$ cat config.mk
export PLATFORM = sky130hd
export DESIGN_NAME = cdt_copro_xfer
export DESIGN_NICKNAME = d
export VERILOG_FILES = /design/src/include/cdt_pkg.sv /design/src/logic/cdt_agu.sv /design/src/logic/cdt_copro_xfer.sv
export SDC_FILE = /design/constraint.sdc
export NUM_CORES = 1
export LEC_CHECK = 0
export ABC_AREA = 1
export BUFFER_PORTS_ARGS = -buffer_cell sky130_fd_sc_hd__buf_2
export CORE_MARGIN = 4
export CORE_UTILIZATION = 45
export CTS_CLUSTER_DIAMETER = 80
export DETAILED_ROUTE_END_ITERATION = 10
export GPL_ROUTABILITY_DRIVEN = 1
export PLACE_DENSITY = 0.67
export SETUP_SLACK_MARGIN = 0.2
export SLEW_MARGIN = 10
export SYNTH_ARGS = -nofsm -noshare
export SYNTH_HDL_FRONTEND = slang
export SYNTH_SLANG_ARGS = --single-unit
$ cat constraint.sdc
create_clock -name sys_clk -period 13.3 [get_ports sys_clk]
set_input_delay 0.665 -clock sys_clk [delete_from_list [all_inputs] [get_ports sys_clk]]
set_output_delay 0.665 -clock sys_clk [all_outputs]
set_load 0.05 [all_outputs]
$ cat src/include/cdt_pkg.sv
// shared constants and types for the coprocessor transfer address sequencer
// assumes a single 10 MHz core clock and a 32-bit byte address space

// ==========================================================================
// package
package cdt_pkg;

  // widths
  localparam int ADDR_W = 32;
  localparam int OFFS_W = 8;
  localparam int SEL_W = 4;
  localparam int CNT_W = 16;
  localparam int RADDR_W = 8;
  localparam int DATA_W = 32;

  // addressing
  localparam int OFFSET_SHIFT = 2;
  localparam logic [3:0] PC_REG_IDX = 4'hF;
  localparam logic [31:0] PC_AHEAD_BYTES = 32'h0000_0008;
  localparam logic [31:0] WORD_STEP_BYTES = 32'h0000_0004;

  // register offsets
  localparam logic [7:0] REG_CTRL = 8'h00;
  localparam logic [7:0] REG_STATUS = 8'h04;
  localparam logic [7:0] REG_INT_STAT = 8'h08;
  localparam logic [7:0] REG_INT_MASK = 8'h0C;
  localparam logic [7:0] REG_COST = 8'h10;

  // field positions
  localparam int CTRL_EN_BIT = 0;
  localparam int STAT_BUSY_BIT = 0;
  localparam int STAT_ABORT_BIT = 1;
  localparam int STAT_WORDS_LSB = 8;
  localparam int INT_DONE_BIT = 0;
  localparam int INT_ABORT_BIT = 1;
  localparam int INT_W = 2;

  // reset values
  localparam logic CTRL_EN_RST = 1'h1;
  localparam logic [1:0] INT_MASK_RST = 2'h0;

  // bus cycle type shown to the memory system
  typedef enum logic [1:0] {CDT_CYC_NONE, CDT_CYC_I, CDT_CYC_N, CDT_CYC_S} cdt_cyc_e;

  // sequencer states
  typedef enum logic [1:0] {ST_IDLE, ST_WAIT, ST_XFER, ST_FIN} cdt_state_e;

endpackage

$ cat src/logic/cdt_agu.sv
// address generator for coprocessor transfers: base select, offset scale, indexing
// assumes operands are stable in the cycle the sequencer accepts a transfer

// ==========================================================================
// address generation
module cdt_agu (
  // operands
  input wire logic [31:0] base_value,
  input wire logic [31:0] instr_addr,
  input wire logic [3:0] base_sel,
  input wire logic [7:0] imm_offset,
  // modifiers
  input wire logic up_add,
  input wire logic idx_pre,
  // results
  output logic [31:0] eff_base,
  output logic [31:0] modified_base,
  output logic [31:0] first_addr
);

  logic [31:0] scaled_off;

  // word offset to bytes, pc base reads ahead of the fetch
  always_comb
  begin
    scaled_off = 32'(imm_offset) << cdt_pkg::OFFSET_SHIFT;
    eff_base = (base_sel == cdt_pkg::PC_REG_IDX) ?
               instr_addr + cdt_pkg::PC_AHEAD_BYTES : base_value;
    modified_base = up_add ? eff_base + scaled_off : eff_base - scaled_off;
    first_addr = idx_pre ? modified_base : eff_base;
  end

endmodule

$ cat src/logic/cdt_copro_xfer.sv
// coprocessor data transfer sequencer: addresses, write-back, abort, cycle cost
// assumes decode hands over one instruction at a time and the coprocessor
// answers on the same clock; registers reached over a plain strobe port

// ==========================================================================
// sequencer
module cdt_copro_xfer (
  // clock and reset
  input wire logic sys_clk,
  input wire logic rst,
  // register port
  input wire logic [7:0] reg_addr,
  input wire logic [31:0] reg_wdata,
  input wire logic reg_wr,
  input wire logic reg_rd,
  output logic [31:0] reg_rdata,
  output logic irq,
  // instruction from decode
  input wire logic xfer_start,
  input wire logic cond_pass,
  input wire logic idx_pre,
  input wire logic up_add,
  input wire logic long_len,
  input wire logic wb_req,
  input wire logic is_load,
  input wire logic [3:0] base_sel,
  input wire logic [3:0] copro_number_field,
  input wire logic [3:0] copro_target_register,
  input wire logic [7:0] imm_offset,
  input wire logic [31:0] base_value,
  input wire logic [31:0] instr_addr,
  output logic xfer_ready,
  // base write-back and trap
  output logic wb_en,
  output logic [3:0] wb_sel,
  output logic [31:0] wb_data,
  output logic abort_trap,
  // memory side
  output logic mem_req,
  output logic [31:0] mem_addr,
  output logic mem_write,
  output logic [1:0] mem_cyc,
  input wire logic mem_abort,
  // coprocessor side
  output logic cp_active,
  output logic [3:0] cp_number,
  output logic [3:0] cp_target,
  output logic cp_long,
  output logic cp_load,
  input wire logic cp_busy,
  input wire logic cp_last
);

  // ========================================================================
  // state
  cdt_pkg::cdt_state_e state, next_state;
  logic [31:0] addr, next_addr;
  logic [31:0] base, next_base;
  logic [31:0] wb_val, next_wb_val;
  logic [7:0] off, next_off;
  logic [3:0] sel, next_sel, num, next_num, tgt, next_tgt;
  logic lat_u, next_lat_u, lat_p, next_lat_p, lat_n, next_lat_n;
  logic lat_w, next_lat_w, lat_l, next_lat_l;
  logic first, next_first, aborted, next_aborted;
  logic [15:0] i_cnt, next_i_cnt, s_cnt, next_s_cnt, n_cnt, next_n_cnt;
  logic [15:0] words, next_words, cost, next_cost;
  logic ctrl_en, next_ctrl_en;
  logic [1:0] int_stat, next_int_stat, int_mask, next_int_mask;
  logic [31:0] rdata, next_rdata;
  logic [31:0] agu_base, agu_mod, agu_first;
  logic take, pc_base, fin;

  cdt_agu u_agu (
    .base_value(base_value),
    .instr_addr(instr_addr),
    .base_sel(base_sel),
    .imm_offset(imm_offset),
    .up_add(up_add),
    .idx_pre(idx_pre),
    .eff_base(agu_base),
    .modified_base(agu_mod),
    .first_addr(agu_first)
  );

  // handshakes and outputs
  assign xfer_ready = (state == cdt_pkg::ST_IDLE) && ctrl_en;
  assign take = xfer_start && xfer_ready;
  assign pc_base = (sel == cdt_pkg::PC_REG_IDX);
  assign fin = (state == cdt_pkg::ST_FIN);
  assign wb_en = fin && lat_w && !pc_base;
  assign wb_sel = sel;
  assign wb_data = wb_val;
  assign abort_trap = fin && aborted;
  assign mem_req = (state == cdt_pkg::ST_XFER);
  assign mem_addr = addr; // low bits untouched
  assign mem_write = !lat_l;
  assign cp_active = (state != cdt_pkg::ST_IDLE);
  assign cp_number = num;
  assign cp_target = tgt;
  assign cp_long = lat_n;
  assign cp_load = lat_l;
  assign reg_rdata = rdata;
  assign irq = |(int_stat & int_mask);

  // cycle type: busy-wait internal, first word and closing cycle non-sequential
  always_comb
  begin
    case (state)
      cdt_pkg::ST_WAIT: mem_cyc = cp_busy ? cdt_pkg::CDT_CYC_I : cdt_pkg::CDT_CYC_NONE;
      cdt_pkg::ST_XFER: mem_cyc = first ? cdt_pkg::CDT_CYC_N : cdt_pkg::CDT_CYC_S;
      cdt_pkg::ST_FIN: mem_cyc = cdt_pkg::CDT_CYC_N;
      default: mem_cyc = cdt_pkg::CDT_CYC_NONE;
    endcase
  end

  // ========================================================================
  // sequencer next state
  always_comb
  begin
    // grouped like the flops below so defaults and captures stay in step
    next_state = state;
    {next_addr, next_base, next_wb_val} = {addr, base, wb_val};
    {next_off, next_sel, next_num, next_tgt} = {off, sel, num, tgt};
    {next_lat_u, next_lat_p, next_lat_n} = {lat_u, lat_p, lat_n};
    {next_lat_w, next_lat_l, next_first, next_aborted} = {lat_w, lat_l, first, aborted};
    {next_i_cnt, next_s_cnt, next_n_cnt} = {i_cnt, s_cnt, n_cnt};
    {next_words, next_cost} = {words, cost};
    case (state)
      cdt_pkg::ST_IDLE:
      begin
        // a failed condition is taken and dropped without a trace
        if (take && cond_pass)
        begin
          {next_addr, next_base, next_wb_val} = {agu_first, agu_base, agu_mod};
          next_off = imm_offset;
          {next_sel, next_num, next_tgt} = {base_sel, copro_number_field, copro_target_register};
          {next_lat_u, next_lat_p, next_lat_n} = {up_add, idx_pre, long_len};
          {next_lat_w, next_lat_l, next_first, next_aborted} = {wb_req, is_load, 1'h1, 1'h0};
          {next_i_cnt, next_s_cnt, next_n_cnt, next_words} = 64'h0;
          next_state = cdt_pkg::ST_WAIT;
        end
      end
      cdt_pkg::ST_WAIT:
      begin
        if (cp_busy)
          next_i_cnt = i_cnt + 16'h0001;
        else
          next_state = cdt_pkg::ST_XFER;
      end
      cdt_pkg::ST_XFER:
      begin
        // the coprocessor or a memory abort ends the burst, the core only counts
        next_words = words + 16'h0001;
        next_first = 1'h0;
        if (first)
          next_n_cnt = n_cnt + 16'h0001;
        else
          next_s_cnt = s_cnt + 16'h0001;
        if (mem_abort)
        begin
          next_aborted = 1'h1;
          next_state = cdt_pkg::ST_FIN; // write-back still follows
        end
        else if (cp_last)
          next_state = cdt_pkg::ST_FIN;
        else
          next_addr = addr + cdt_pkg::WORD_STEP_BYTES;
      end
      cdt_pkg::ST_FIN:
      begin
        next_cost = i_cnt + s_cnt + n_cnt + 16'h0001;
        next_state = cdt_pkg::ST_IDLE;
      end
      default: next_state = cdt_pkg::ST_IDLE;
    endcase
  end

  // sequencer registers
  always_ff @(posedge sys_clk or posedge rst)
  begin
    if (rst)
    begin
      state <= cdt_pkg::ST_IDLE;
      {addr, base, wb_val} <= 96'h0;
      {off, sel, num, tgt} <= 20'h00000;
      {lat_u, lat_p, lat_n, lat_w, lat_l, first, aborted} <= 7'h00;
      {i_cnt, s_cnt, n_cnt, words, cost} <= 80'h0;
    end
    else
    begin
      state <= next_state;
      {addr, base, wb_val} <= {next_addr, next_base, next_wb_val};
      {off, sel, num, tgt} <= {next_off, next_sel, next_num, next_tgt};
      {lat_u, lat_p, lat_n} <= {next_lat_u, next_lat_p, next_lat_n};
      {lat_w, lat_l, first, aborted} <= {next_lat_w, next_lat_l, next_first, next_aborted};
      {i_cnt, s_cnt, n_cnt} <= {next_i_cnt, next_s_cnt, next_n_cnt};
      {words, cost} <= {next_words, next_cost};
    end
  end

  // ========================================================================
  // register port and interrupt, event set wins over write-one clear
  always_comb
  begin
    next_ctrl_en = ctrl_en;
    next_int_mask = int_mask;
    next_int_stat = int_stat;
    next_rdata = 32'h0000_0000;
    if (reg_wr && reg_addr == cdt_pkg::REG_CTRL)
      next_ctrl_en = reg_wdata[cdt_pkg::CTRL_EN_BIT];
    if (reg_wr && reg_addr == cdt_pkg::REG_INT_MASK)
      next_int_mask = reg_wdata[1:0];
    if (reg_wr && reg_addr == cdt_pkg::REG_INT_STAT)
      next_int_stat = int_stat & ~reg_wdata[1:0];
    next_int_stat[cdt_pkg::INT_DONE_BIT] = next_int_stat[cdt_pkg::INT_DONE_BIT] | fin;
    next_int_stat[cdt_pkg::INT_ABORT_BIT] = next_int_stat[cdt_pkg::INT_ABORT_BIT] | abort_trap;
    if (reg_rd)
    begin
      case (reg_addr)
        cdt_pkg::REG_CTRL: next_rdata = 32'(ctrl_en);
        cdt_pkg::REG_STATUS: next_rdata = (32'(words) << cdt_pkg::STAT_WORDS_LSB)
          | (32'(aborted) << cdt_pkg::STAT_ABORT_BIT) | 32'(cp_active);
        cdt_pkg::REG_INT_STAT: next_rdata = 32'(int_stat);
        cdt_pkg::REG_INT_MASK: next_rdata = 32'(int_mask);
        cdt_pkg::REG_COST: next_rdata = 32'(cost);
        default: next_rdata = 32'h0000_0000; // unmapped reads zero
      endcase
    end
  end

  // register file flops
  always_ff @(posedge sys_clk or posedge rst)
  begin
    if (rst)
    begin
      ctrl_en <= cdt_pkg::CTRL_EN_RST;
      int_mask <= cdt_pkg::INT_MASK_RST;
      int_stat <= 2'h0;
      rdata <= 32'h0000_0000;
    end
    else
    begin
      ctrl_en <= next_ctrl_en;
      int_mask <= next_int_mask;
      int_stat <= next_int_stat;
      rdata <= next_rdata;
    end
  end

  logic [31:0] chk_off, chk_mod;
  assign chk_off = {22'h000000, off, 2'h0};
  assign chk_mod = lat_u ? base + chk_off : base - chk_off;
endmodule

==> impl_metrics.ini <==
[sta]
rsz0062_at_grt = no
hold_violations = 0
fin_crit_sh = 0.309
period_needed_ns = 4.11
skew_ns = 0.0112
fmax_ghz = 0.244
hold_slack_ns = 0.393
max_slew_margin = 0.201
worst_pin_slew_ns = 1.19
finalSetupViolCount = 0
drv_slew = 0
finalSetupTns_ns = 0

[synthesis]
ys_ff_latch = 192
synth-async-reset-ratio = 1.00
synth_enable_flop_cells = 0
synth_area_um2 = 13600
synth_seq_area_share = 0.355
synth.avg_cell_area_um2 = 7.01
synth_top_flop_cell = dfrtp_1
yosys_warnings = 0
synthCells = 1934
synth.distinct_cells = 52
yosysTopAreaCell = dfrtp_1
yosysMostFrequentCell = nand2_1
synth_common_cells = 501 x nand2_1, 232 x inv_1, 205 x nor2_1
synth_top_cell_area_share = 0.353
synth.area.top_cells = dfrtp_1 35%, nand2_1 14%, inv_1 6.4%

[cts]
cts_tree = done
postCtsSetupBuffers = 0
clockBufferDepth = 2
clockRootBuffer = clkbuf_16
clock_latency_ns = 0.46
path_clk_slew_ns = 0.08
postCtsResizedCells = 0
hold_buffers = 0
cts_made_buffers = 17
htreeDepth = 4
numClockSinks = 192

[critical_path]
criticalPathCategory = reg -> reg
cp_data_arrival_time_ns = 4.46
critPathLaunchType = flip-flop
worst_r2r_path_depth = 11
end_kind = flip-flop
crit_fanout = 54
cp.required_ns = 13.65

[place]
placed_cell_area_um2 = 15000
portBuffers = 218
gp_congestion = 0.994
dp_hpwl_um = 36600

[global_routing]
grt_pass1_vias = 13200
grt_usage = 0.276
overflow = 0
grt_first_pass_wirelength_um = 72100
antenna_found_initial = 0
grt_max_degree = 119

[layout]
finish.instance_area_um2 = 15600
layout-drive-gt1-share = 0.136
areaGrowthSynthToFinish_pct = 15.0
diodes = 0
final_nets = 2344
n_fill_cell = 2958

[pwr]
p_per_area_nw_per_um2 = 183
p_leak_nw = 8.04
max-vdd-ir-drop_mv = 0.171
total_power_mw = 2.86

[routing]
top_layer = met4
wl_per_cell_um = 18.2
wl_um = 46200
routedLengthMet1_um = 20600
viasPerCell = 5.42
met3WireLength_um = 2920
drc_errors = 0
wl_met2_um = 21200
dr_total_vias = 13700
drtAntennaViolNets = 0
drt_iter0_markers = 1130
drt-pass1-iter-count = 5

[die]
start_util = 0.457
die_area_um2 = 33000
die_h_um = 182
die_x_um = 182
core_um2 = 29600
ios = 257
fp-row-count = 63

[hold_path]
worstHoldPathType = in -> async

[job]
drv_cap = 0

[outcome]
status = complete, no violations
## cell families after synthesis
family	Yosys count	share of synthesized area
flops	192	0.355
xor+xnor	50	0.0323
compound gates	364	0.148
simple gates	962	0.304
fa+ha+maj	74	0.0772
buf+inv	291	0.0837
other cells	1	0.000277
## routing by layer
layer	vias to the layer above	GRT usage
li1	6764	-
met1	6411	0.371
met2	498	0.445
met3	64	0.0525
met4	0	0.104
met5	-	0
## critical path, cell delays in order (launching register included)
cell and delay (ns):
dfrtp_1 0.40, inv_1 0.13, ha_1 0.31, nand2_2 0.15
nor2_8 0.11, buf_4 0.52, inv_4 0.40, o21ai_2 0.40
nand2_2 0.56, inv_2 0.63, o211ai_1 0.18, o21a_1 0.14
## placed cells by master, fill, tap and decap left out, types with 4 or more instances in the layout
master / instances
inv_6: 4
nand3b_1: 4
buf_4: 6
xnor2_1: 23
or2_2: 7
o21a_1: 10
xor2_1: 27
ha_1: 57
nor2_1: 205
a31oi_1: 33
inv_2: 5
nand4_1: 36
dfrtp_1: 191
nand2_1: 501
o22ai_1: 6
fa_1: 16
o21ai_0: 133
nand3_1: 112
buf_2: 218
clkbuf_16: 17
a21oi_1: 145
nor3b_1: 7
inv_1: 231
o21bai_1: 8
nor3_1: 64
conb_1: 8
nor4_1: 8
o211ai_1: 12
## stage by stage
step	util	setup WS, ns	std cells
floorplan	-	7.41	1941
global placement	0.505	9.02	2503
detailed placement	0.505	9.06	2503
CTS	0.526	9.24	2534
global route	0.526	8.87	2534
finish	0.526	9.19	2534
## power by group
group | total (mW) | leakage [nW] | switching (mW) | internal (mW)
combinational | 1.39 | 5.30 | 1.01 | 0.377
sequential | 0.918 | 2.43 | 0.178 | 0.740
clock | 0.551 | 0.302 | 0.247 | 0.304
total | 2.86 | 8.04 | 1.44 | 1.42
## registers in the layout (all words and copies together) (netlist names)
name / count
cp_target: 4
aborted: 1
cp_number: 4
int_stat: 2
n_cnt: 16
cost: 16
mem_addr: 32
lat_w: 1
cp_load: 1
reg_rdata: 24
wb_data: 32
ctrl_en: 1
first: 1
state: 2
cp_long: 1
wb_sel: 4
int_mask: 2
s_cnt: 16
words: 16
i_cnt: 16
## final cells by class
| type | count | area [um2] | share of cell area |
|---|---|---|---|
| Clock inverter | 13 | 175 | 0.0112 |
| Sequential cell | 192 | 4810 | 0.308 |
| Timing Repair Buffer | 224 | 1140 | 0.0729 |
| Clock buffer | 18 | 439 | 0.0282 |
| Multi-Input combinational cell | 1458 | 7640 | 0.490 |
| Inverter | 239 | 907 | 0.0582 |
| Tap cell | 390 | 488 | 0.0313 |
## path summary, 6_finish.rpt
path                       startpoint     endpoint  slack, ns
setup / recovery             state[0]  mem_addr[6]       9.19
min in group sys_clk           reg_wr      ctrl_en       0.40
max in group asynchronous         rst    n_cnt[12]      11.40
hold / removal                    rst      cp_long       0.39
hold reg to reg            wb_data[0]   wb_data[0]       0.48
setup reg to reg             state[0]  mem_addr[6]       9.19
Note: power is estimated with default switching activity, not from simulation.
